### src/aopc_pkg.sv
// Purpose : Shared constants and types for the protection and monitor config bank
// Assumes : 100 MHz system clock, APB register access with 32-bit data
// Notes   : Register data is 16 bits wide and sits in the low half of the word

package aopc_pkg;

   // ------------------------------------------------------------
   // Bus and register map
   // ------------------------------------------------------------
   localparam int unsigned ADDR_W          = 12;
   localparam int unsigned DATA_W          = 32;
   localparam int unsigned REG_W           = 16;
   localparam logic [11:0] CFG_OFFSET      = 12'h000;
   localparam logic [11:0] STATUS_OFFSET   = 12'h004;

   // ------------------------------------------------------------
   // Configuration field positions
   // ------------------------------------------------------------
   localparam int unsigned BIT_OT_ONE      = 15;
   localparam int unsigned BIT_OT_THREE    = 14;
   localparam int unsigned BIT_OT_FIVE     = 13;
   localparam int unsigned BIT_OC_TWO      = 12;
   localparam int unsigned BIT_OC_FOUR     = 11;
   localparam int unsigned BIT_OC_SIX      = 10;
   localparam int unsigned RATE_MSB        = 9;
   localparam int unsigned RATE_LSB        = 8;
   localparam int unsigned BIT_RESERVED    = 7;
   localparam int unsigned BIT_RT_DIE      = 6;
   localparam int unsigned BIT_RT_SIX      = 5;
   localparam int unsigned BIT_RT_FOUR     = 4;
   localparam int unsigned BIT_RT_TWO      = 3;
   localparam int unsigned BIT_RT_FIVE     = 2;
   localparam int unsigned BIT_RT_THREE    = 1;
   localparam int unsigned BIT_RT_ONE      = 0;
   localparam int unsigned ROUTE_W         = 7;

   // Value after reset: over-current on inputs two and four enabled
   localparam logic [15:0] CFG_RESET       = 16'h1800;

   // ------------------------------------------------------------
   // Status field positions
   // ------------------------------------------------------------
   localparam int unsigned ST_SRC_LSB      = 0;
   localparam int unsigned ST_MULTI        = 3;
   localparam int unsigned ST_PHASE        = 4;
   localparam int unsigned ST_PROT_LSB     = 8;

   // ------------------------------------------------------------
   // Monitor pin rates
   // ------------------------------------------------------------
   localparam int unsigned CLK_HZ          = 100_000_000;
   localparam int unsigned RATE0_HZ        = 13_900;
   localparam int unsigned RATE1_HZ        = 27_800;
   localparam int unsigned RATE2_HZ        = 55_700;
   localparam int unsigned RATE3_HZ        = 111_400;
   localparam int unsigned RATE0_CYCLES    = CLK_HZ / RATE0_HZ;
   localparam int unsigned RATE1_CYCLES    = CLK_HZ / RATE1_HZ;
   localparam int unsigned RATE2_CYCLES    = CLK_HZ / RATE2_HZ;
   localparam int unsigned RATE3_CYCLES    = CLK_HZ / RATE3_HZ;
   localparam int unsigned RATE_CNT_W      = 16;

   // ------------------------------------------------------------
   // Types
   // ------------------------------------------------------------
   typedef struct packed {
      logic ot_one;
      logic ot_three;
      logic ot_five;
      logic oc_two;
      logic oc_four;
      logic oc_six;
   } aopc_prot_en_t;

   typedef enum logic [2:0] {
      SRC_NONE,
      SRC_IN_ONE,
      SRC_IN_THREE,
      SRC_IN_FIVE,
      SRC_IN_TWO,
      SRC_IN_FOUR,
      SRC_IN_SIX,
      SRC_DIE_TEMP
   } aopc_src_t;

   typedef struct packed {
      aopc_src_t  source;
      logic [1:0] rate_sel;
      logic       tick;
      logic       phase;
   } aopc_monitor_t;

endpackage : aopc_pkg

### src/aopc_rate_gen.sv
// Purpose : Period generator for the monitor pin rate
// Assumes : Four selectable periods given in system clock cycles
// Notes   : Counter restarts whenever the selected rate changes

`timescale 1ns/10ps
`default_nettype none

module aopc_rate_gen #(
   parameter int unsigned CNT_W = 16,
   parameter int unsigned P0    = 7194,
   parameter int unsigned P1    = 3597,
   parameter int unsigned P2    = 1795,
   parameter int unsigned P3    = 897
) (
   // Clock and reset
   input  wire logic             sys_clk,
   input  wire logic             rstn,
   // Rate choice
   input  wire logic [1:0]       rate_sel,
   // Period outputs
   output var  logic             tick,
   output var  logic             phase
);

   // ------------------------------------------------------------
   // Elaboration checks
   // ------------------------------------------------------------
   initial
   begin
      if (P0 < 2 || P1 < 2 || P2 < 2 || P3 < 2 || P0 >= (1 << CNT_W) ||
          P1 >= (1 << CNT_W) || P2 >= (1 << CNT_W) || P3 >= (1 << CNT_W))
      begin
         $error("aopc_rate_gen: periods must be at least 2 and fit CNT_W");
      end
   end

   logic [CNT_W-1:0] count_reg;
   logic [CNT_W-1:0] period_m1;
   logic [1:0]       sel_reg;

   // Period minus one for the selected rate
   always_comb
   begin
      unique case (rate_sel)
         2'h0:    period_m1 = CNT_W'(P0 - 1);
         2'h1:    period_m1 = CNT_W'(P1 - 1);
         2'h2:    period_m1 = CNT_W'(P2 - 1);
         default: period_m1 = CNT_W'(P3 - 1);
      endcase
   end

   // Period counter; a rate change restarts it to avoid a runt period
   always_ff @(posedge sys_clk)
   begin
      if (!rstn || sel_reg != rate_sel || count_reg >= period_m1)
      begin
         count_reg <= '0;
      end
      else
      begin
         count_reg <= count_reg + 1'b1;
      end
   end

   // Selection seen last cycle
   always_ff @(posedge sys_clk)
   begin
      if (!rstn)
         sel_reg <= 2'h0;
      else
         sel_reg <= rate_sel;
   end

   // One-cycle tick at the end of each period, phase high for the first (period - 1) / 2 counts, rounded down
   always_ff @(posedge sys_clk)
   begin
      if (!rstn)
      begin
         tick  <= 1'b0;
         phase <= 1'b0;
      end
      else
      begin
         tick  <= (sel_reg == rate_sel) && (count_reg >= period_m1);
         phase <= (count_reg < (period_m1 >> 1));
      end
   end

endmodule : aopc_rate_gen

`default_nettype wire

### src/aopc_config_bank.sv
// Purpose : APB configuration bank for power FET protection and monitor pin routing
// Assumes : Single 100 MHz clock, synchronous active-low reset, zero-wait APB
// Notes   : Consumers of the enables and routing live outside this block
//
// Contract
// - Bit 15 enables over-temperature protection from input one, reset 0.
// - Bit 14 enables over-temperature protection from input three, reset 0.
// - Bit 13 enables over-temperature protection from input five, reset 0.
// - Bit 12 enables over-current protection from input two, reset 1.
// - Bit 11 enables over-current protection from input four, reset 1.
// - Bit 10 enables over-current protection from input six, reset 0.
// - Bit 6 routes the die temperature to the monitor pin, reset 0.
// - Bit 5 routes input six to the monitor pin, reset 0.
// - Bit 4 routes input four to the monitor pin, reset 0.
// - Bit 3 routes input two to the monitor pin, reset 0.
// - Bit 2 routes input five to the monitor pin, reset 0.
// - Bit 1 routes input three to the monitor pin, reset 0.
// - Bit 0 routes input one to the monitor pin, reset 0.
//
// Chosen here: the APB interface to the registers and the register offsets.

`timescale 1ns/10ps
`default_nettype none

module aopc_config_bank
   import aopc_pkg::*;
#(
   parameter int unsigned RATE0_PERIOD = aopc_pkg::RATE0_CYCLES,
   parameter int unsigned RATE1_PERIOD = aopc_pkg::RATE1_CYCLES,
   parameter int unsigned RATE2_PERIOD = aopc_pkg::RATE2_CYCLES,
   parameter int unsigned RATE3_PERIOD = aopc_pkg::RATE3_CYCLES
) (
   // Clock and reset
   input  wire logic                        sys_clk,
   input  wire logic                        rstn,
   // APB slave
   input  wire logic [aopc_pkg::ADDR_W-1:0] paddr,
   input  wire logic                        psel,
   input  wire logic                        penable,
   input  wire logic                        pwrite,
   input  wire logic [aopc_pkg::DATA_W-1:0] pwdata,
   input  wire logic [3:0]                  pstrb,
   output var  logic [aopc_pkg::DATA_W-1:0] prdata,
   output var  logic                        pready,
   output var  logic                        pslverr,
   // Protection enables to the comparators
   output var  aopc_pkg::aopc_prot_en_t     prot_en,
   // Monitor pin source, rate and timing
   output var  aopc_pkg::aopc_monitor_t     monitor,
   // Routing fault seen: more than one source requested
   output var  logic                        route_conflict,
   // Pulse when software changes the configuration
   output var  logic                        cfg_changed
);

   // ------------------------------------------------------------
   // Elaboration checks
   // ------------------------------------------------------------
   initial
   begin
      if (RATE0_PERIOD < 2 || RATE1_PERIOD < 2 || RATE2_PERIOD < 2 || RATE3_PERIOD < 2)
      begin
         $error("aopc_config_bank: rate periods must be at least 2 cycles");
      end
      if (REG_W > DATA_W || ROUTE_W > REG_W)
      begin
         $error("aopc_config_bank: register must fit the bus word");
      end
   end

   // ------------------------------------------------------------
   // Helper functions
   // ------------------------------------------------------------

   // At most seven bits can be set, so three bits of count suffice
   // Number of routing bits set
   function automatic logic [2:0] route_count(input logic [ROUTE_W-1:0] r);
      logic [2:0] n;
      n = 3'h0;
      for (int i = 0; i < ROUTE_W; i++)
      begin
         n = n + {2'b00, r[i]};
      end
      return n;
   endfunction : route_count

   // The if chain is no priority scheme: it only runs with exactly one bit set
   // Source picked by a single routing bit; none when zero or several are set
   function automatic aopc_src_t route_decode(input logic [REG_W-1:0] c);
      aopc_src_t s;
      s = SRC_NONE;
      if (route_count(c[ROUTE_W-1:0]) == 3'h1)
      begin
         if (c[BIT_RT_DIE])        s = SRC_DIE_TEMP;
         else if (c[BIT_RT_SIX])   s = SRC_IN_SIX;
         else if (c[BIT_RT_FOUR])  s = SRC_IN_FOUR;
         else if (c[BIT_RT_TWO])   s = SRC_IN_TWO;
         else if (c[BIT_RT_FIVE])  s = SRC_IN_FIVE;
         else if (c[BIT_RT_THREE]) s = SRC_IN_THREE;
         else                      s = SRC_IN_ONE;
      end
      return s;
   endfunction : route_decode

   // Lanes 2 and 3 carry nothing; their strobes are ignored
   // Byte-lane merge of the low half-word
   function automatic logic [REG_W-1:0] lane_merge(input logic [REG_W-1:0]  old,
                                                   input logic [DATA_W-1:0] wd,
                                                   input logic [3:0]        st);
      logic [REG_W-1:0] m;
      m = old;
      if (st[0]) m[7:0]  = wd[7:0];
      if (st[1]) m[15:8] = wd[15:8];
      return m;
   endfunction : lane_merge

   // ------------------------------------------------------------
   // Bus phase decode
   // ------------------------------------------------------------
   logic             setup_phase;
   logic             access_phase;
   logic             hit_cfg;
   logic             hit_status;
   logic             mapped;
   logic             cfg_write;

   // Only the two word addresses decode; all other address bits must be zero
   // Word-aligned decode; misaligned addresses count as unmapped
   assign setup_phase  = psel && !penable;
   assign access_phase = psel && penable;
   assign hit_cfg      = (paddr == CFG_OFFSET);
   assign hit_status   = (paddr == STATUS_OFFSET);
   assign mapped       = hit_cfg || hit_status;
   assign cfg_write    = access_phase && pwrite && hit_cfg;

   // Read data is ready from the setup edge, so there is no reason to stall
   // Zero-wait slave: every access phase completes at once
   assign pready = 1'b1;

   // ------------------------------------------------------------
   // Configuration register
   // ------------------------------------------------------------
   logic [REG_W-1:0] cfg_reg;
   logic [REG_W-1:0] cfg_next;

   // Write data merged by lane; reserved bit 7 is stored like any other
   always_comb
   begin
      cfg_next = cfg_reg;
      if (cfg_write)
      begin
         cfg_next = lane_merge(cfg_reg, pwdata, pstrb);
      end
   end

   // Stored value, reset leaves only inputs two and four protected
   always_ff @(posedge sys_clk)
   begin
      if (!rstn)
         cfg_reg <= CFG_RESET;
      else
         cfg_reg <= cfg_next;
   end

   // Rewriting the same value gives no pulse, so consumers see only real moves
   // Change pulse only when the stored value actually moves
   always_ff @(posedge sys_clk)
   begin
      if (!rstn)
         cfg_changed <= 1'b0;
      else
         cfg_changed <= (cfg_next != cfg_reg);
   end

   // ------------------------------------------------------------
   // Protection enables
   // ------------------------------------------------------------

   // One flop behind each enable, so the comparators never see a glitch
   // Straight from the register bits; reserved bit 7 takes no part
   always_comb
   begin
      prot_en.ot_one   = cfg_reg[BIT_OT_ONE];
      prot_en.ot_three = cfg_reg[BIT_OT_THREE];
      prot_en.ot_five  = cfg_reg[BIT_OT_FIVE];
      prot_en.oc_two   = cfg_reg[BIT_OC_TWO];
      prot_en.oc_four  = cfg_reg[BIT_OC_FOUR];
      prot_en.oc_six   = cfg_reg[BIT_OC_SIX];
   end

   // ------------------------------------------------------------
   // Monitor pin routing
   // ------------------------------------------------------------
   aopc_src_t        src_reg;
   logic             conflict_reg;

   // Limitation: a conflicting request silences the pin rather than picking one
   // Registered source; a conflicting request routes nothing to the pin
   always_ff @(posedge sys_clk)
   begin
      if (!rstn)
         src_reg <= SRC_NONE;
      else
         src_reg <= route_decode(cfg_reg);
   end

   // One cycle behind the register, in step with the source
   // Flag software that broke the one-source convention
   always_ff @(posedge sys_clk)
   begin
      if (!rstn)
         conflict_reg <= 1'b0;
      else
         conflict_reg <= (route_count(cfg_reg[ROUTE_W-1:0]) > 3'h1);
   end

   assign route_conflict = conflict_reg;

   // ------------------------------------------------------------
   // Monitor pin rate
   // ------------------------------------------------------------
   logic             rate_tick;
   logic             rate_phase;

   // Trade-off: periods are whole cycles, truncated, so each rate runs a bit fast
   // Period generator follows the rate field directly
   aopc_rate_gen #(
      .CNT_W    (RATE_CNT_W),
      .P0       (RATE0_PERIOD),
      .P1       (RATE1_PERIOD),
      .P2       (RATE2_PERIOD),
      .P3       (RATE3_PERIOD)
   ) u_rate_gen (
      .sys_clk  (sys_clk),
      .rstn     (rstn),
      .rate_sel (cfg_reg[RATE_MSB:RATE_LSB]),
      .tick     (rate_tick),
      .phase    (rate_phase)
   );

   // Monitor bundle; timing runs even with no source so the pin keeps its rate
   always_comb
   begin
      monitor.source   = src_reg;
      monitor.rate_sel = cfg_reg[RATE_MSB:RATE_LSB];
      monitor.tick     = rate_tick;
      monitor.phase    = rate_phase;
   end

   // ------------------------------------------------------------
   // Status word
   // ------------------------------------------------------------
   logic [REG_W-1:0] status_word;

   // Phase bit is live and may differ between two reads
   // Live view of the block: source, conflict, pin phase and enables
   always_comb
   begin
      status_word                              = '0;
      status_word[ST_SRC_LSB +: 3]             = src_reg;
      status_word[ST_MULTI]                    = conflict_reg;
      status_word[ST_PHASE]                    = rate_phase;
      status_word[ST_PROT_LSB +: 6]            = prot_en;
   end

   // ------------------------------------------------------------
   // Read data and error response
   // ------------------------------------------------------------

   // Upper half-word always reads as zero
   // Captured in setup so prdata comes from a flop in the access phase
   always_ff @(posedge sys_clk)
   begin
      if (!rstn)
      begin
         prdata <= '0;
      end
      else if (setup_phase && !pwrite)
      begin
         if (hit_cfg)
            prdata <= {16'h0000, cfg_reg};
         else if (hit_status)
            prdata <= {16'h0000, status_word};
         else
            prdata <= '0;
      end
   end

   // A status write is refused loudly rather than dropped in silence
   // Unmapped addresses and status writes answer with an error
   always_ff @(posedge sys_clk)
   begin
      if (!rstn)
         pslverr <= 1'b0;
      else if (setup_phase)
         pslverr <= !mapped || (pwrite && hit_status);
      else if (!psel)
         pslverr <= 1'b0;
   end

endmodule : aopc_config_bank

`default_nettype wire

### config.mk
export PLATFORM = sky130hd
export DESIGN_NAME = aopc_config_bank
export DESIGN_NICKNAME = d
export VERILOG_FILES = /design/src/aopc_pkg.sv /design/src/aopc_rate_gen.sv /design/src/aopc_config_bank.sv
export SDC_FILE = /design/constraint.sdc
export NUM_CORES = 1
export LEC_CHECK = 0
export ABC_AREA = 1
export BUFFER_PORTS_ARGS = -buffer_cell sky130_fd_sc_hd__buf_4
export CELL_PAD_IN_SITES_DETAIL_PLACEMENT = 0
export CELL_PAD_IN_SITES_GLOBAL_PLACEMENT = 1
export CORE_MARGIN = 2
export CORE_UTILIZATION = 34
export CTS_BUF_LIST = sky130_fd_sc_hd__clkbuf_8
export CTS_CLUSTER_SIZE = 16
export DETAILED_ROUTE_END_ITERATION = 10
export MAX_ROUTING_LAYER = met4
export PLACE_DENSITY = 0.83
export SYNTH_ARGS = -nofsm -noshare
export SYNTH_HDL_FRONTEND = slang
export SYNTH_SLANG_ARGS = --single-unit
### constraint.sdc
create_clock -name sys_clk -period 2.5 [get_ports sys_clk]
set_clock_uncertainty 0.05 [all_clocks]
set_input_delay 0.375 -clock sys_clk [delete_from_list [all_inputs] [get_ports sys_clk]]
set_output_delay 0.375 -clock sys_clk [all_outputs]
set_load 0.05 [all_outputs]
==> flow_metrics.env <==
export IMPL_status="finished with violations"
export IMPL_violations="negative setup slack"
export IMPL_yosysWarnings=0
export IMPL_antennaDiodeCount=0
export IMPL_hpwl_mm=6.81
export IMPL_clock_path_buffers=2
export IMPL_track_usage_pct=17.1
export IMPL_switching_power_uw=556
export IMPL_p_comb_share_pct=12.3
export IMPL_finalMaxSlewViolations=0
export IMPL_start_kind="flip-flop"
export IMPL_die_area_um2=11500
export IMPL_cts_tree="done"
export IMPL_netlist_area_um2=3630
export IMPL_ant_nets=0
export IMPL_area_growth_syn_to_layout_pct=19.2
export IMPL_insertion_delay_ns=0.35
export IMPL_via_per_inst=4.63
export IMPL_pwr_density_cell_nw_per_um2=479
export IMPL_post_route_util_pct=41.8
export IMPL_ys_seq_area_share_pct=31.9
export IMPL_relSlewSlack_pct=65.1
export IMPL_power_leakage_nw=2.03
export IMPL_num_vias=3289
export IMPL_ir_worst_vdd_mv=0.265
export IMPL_switching_share_pct=26.8
export IMPL_hold_viol_final=0
export IMPL_synth_top_area_cell="dfxtp_1"
export IMPL_post_route_drc_count=0
export IMPL_p_int_mw=1.52
export IMPL_rows=37
export IMPL_startpoint="cfg_reg[0]$_SDFF_PN0_"
export IMPL_hp_start="penable"
export IMPL_tightestPinTransition_ns=0.523
export IMPL_fmax_ghz=0.374
export IMPL_clockPowerShare_pct=41.9
export IMPL_initial_utilization_pct=35.1
export IMPL_wl_mm=8.98
export IMPL_fin_nets=645
export IMPL_worstPathArrival_ns=2.89
export IMPL_grt_pass1_vias=3052
export IMPL_dpl_worst_slack_ns=-0.145
export IMPL_setup_viol=4
export IMPL_dieHeight_um=107
export IMPL_critical_path_class="flip-flop to flip-flop"
export IMPL_cts_sinks=58
export IMPL_finalWeightedCongestion=0.863
export IMPL_htree_levels=3
export IMPL_worstPathMaxFanout=3
export IMPL_cts_inserted_buffers=9
export IMPL_min_period_ns=2.68
export IMPL_syn_instance_count=512
export IMPL_rsz0062_at_grt="yes"
export IMPL_synth_area_leaders="dfxtp_1, nor2_1, nand2_1, ha_1, a21oi_1"
export IMPL_grt_ovfl_total=0
export IMPL_synth_seq_cells=58
export IMPL_r2r_start="cfg_reg[0]$_SDFF_PN0_"
export IMPL_yosys_area_top_type_share_pct=31.9
export IMPL_die_x_um=107
export IMPL_first_iter_violations=174
export IMPL_holdCritPathClass="input pin to flip-flop"
export IMPL_io_buffers=66
export IMPL_numPlacedInstances=693
export IMPL_finalNonFillerCells=710
export IMPL_grt_max_degree=31
export IMPL_clk_pin_slew_ns=0.07
export IMPL_wl_per_cell_um=12.6
export IMPL_grt_antenna_before_repair=0
export IMPL_seqPwrFrac_pct=45.8
export IMPL_drive_gt1_share_pct=20.9
export IMPL_synth_area_per_cell_um2=7.10
export IMPL_drt_pass1_iterations=4
export IMPL_min_period_over_period_pct=107
export IMPL_maxCapViolCount=0
export IMPL_fin_ws_ns=-0.176
export IMPL_p_total_mw=2.08
export IMPL_cts_root_buffer="clkbuf_8"
export IMPL_synth_cell_types=37
export IMPL_core_um2=10400
export IMPL_end_kind="flip-flop"
export IMPL_required_ns=2.72
export IMPL_grt_pass1_wl_mm=14.9
export IMPL_pin_count=102
[cells in the mapped netlist]
cell type / number
nor2_2: 10
nor2_1: 88
xnor2_1: 4
nor4_1: 2
nand2_2: 2
buf_6: 5
nor2_4: 2
nand2_4: 1
nand2_1: 77
nand4_1: 3
conb_1: 2
buf_2: 3
nor3_1: 1
o21bai_1: 1
a21oi_1: 46
dfxtp_1: 58
inv_2: 3
o211ai_1: 12
o21a_1: 1
inv_1: 61
nand3b_1: 1
xor2_1: 7
nor3_2: 1
nor4_2: 1
clkbuf_2: 1
a21oi_2: 1
ha_1: 19
a31oi_1: 3
nand3_1: 24
buf_4: 29
clkbuf_1: 11
o21ai_0: 11
o21ai_1: 2
o31ai_1: 1
nand3_2: 3
fa_1: 4
o221ai_1: 11
[worst paths after layout]
path	end	slack, ns	cells after the start
max	src_reg[1]$_SDFF_PN0_	-0.18	7
min	pslverr$_SDFFE_PN0P_	0.27	3
max reg2reg	src_reg[1]$_SDFF_PN0_	-0.18	7
min reg2reg	u_rate_gen.count_reg[0]$_SDFF_PP0_	0.42	1
[cell type report]
class,instances,area [µm²]
Fill cell,1086,6040
Multi-Input combinational cell,358,1980
Sequential cell,58,1160
Timing Repair Buffer,78,586
Inverter,64,240
Tap cell,136,170
Clock buffer,11,151
Clock inverter,5,46.3
[power by group through the flow]
| stage | clock [mW] | sequential, mW | combinational [mW] |
|---|---|---|---|
| 3_3_place_gp | 0 | 0.970 | 0.255 |
| 5_1_grt | 0.929 | 0.952 | 0.274 |
| 4_1_cts | 0.897 | 0.951 | 0.257 |
| 2_1_floorplan | 0 | 1.01 | 0.152 |
| 6_report | 0.870 | 0.951 | 0.255 |
| 3_5_place_dp | 0 | 0.971 | 0.256 |
[critical path: stages, from the launching register on]
cell     delay, ns
dfxtp_2       0.33
fa_1          0.53
inv_1         0.05
fa_1          0.45
fa_2          0.36
fa_1          0.53
nand3_2       0.10
a31oi_1       0.18
[through the flow]
| step | cell area, µm² | setup TNS, ns | hold slack, ns |
|---|---|---|---|
| 6_report | 4330 | -0.521 | 0.274 |
| 3_5_place_dp | 4120 | -0.368 | 0.404 |
| 2_1_floorplan | 3710 | -0.0352 | 0.388 |
| 4_1_cts | 4330 | -0.516 | 0.257 |
| 5_1_grt | 4330 | -0.797 | 0.274 |
| 3_3_place_gp | 4120 | -0.157 | 0.397 |
[what timing repair did]
| item | 4_1_cts | 5_1_grt |
|---|---|---|
| hold buffers | 0 | 0 |
| setup endpoints to repair | 4 | 4 |
| buffers inserted | 1 | 0 |
| pin swaps | 1 | 0 |
| resized for setup | 1 | 0 |
[cell usage in the layout (no fill, tap or decap), types with 2 or more instances in the layout]
cell type   n
nand3_2     4
o21ai_1     2
nor2_1     87
ha_1       19
inv_2       3
nand2_1    77
inv_1      64
clkbuf_8   11
conb_1     19
nand4_1     3
xor2_1      7
a21oi_1    45
a31oi_1     3
o211ai_1   12
nor4_1      2
nor2_4      2
nor2_2     11
dfxtp_1    57
buf_4      78
fa_1        3
nand2_2     2
nand3_1    23
xnor2_1     4
o221ai_1   11
o21ai_0    11
a21oi_2     2
[routing by layer]
metal / part of all wire (%) / wire length, µm / global-route usage [%] / up-vias
li1: - / - / - / 1716
met1: 48 / 4330 / 23.0 / 1455
met2: 42 / 3790 / 24.1 / 98
met3: 7.1 / 642 / 4.42 / 20
met4: 2.4 / 212 / 7.33 / 0
met5: 0 / 0 / - / -
[cell families (layout without fill, tap and decap cells)]
family	Yosys count	in the layout	share of synthesized area, %
AO/OA/AOI/OAI	89	89	14.6
XOR/XNOR	11	11	2.65
adder cells (fa/ha/maj)	23	23	8.74
buffers and inverters	113	158	15.8
flip-flops	58	58	31.9
other	2	19	0.207
AND/OR/NAND/NOR	216	216	26.0
(Power assumes the default switching activity.)
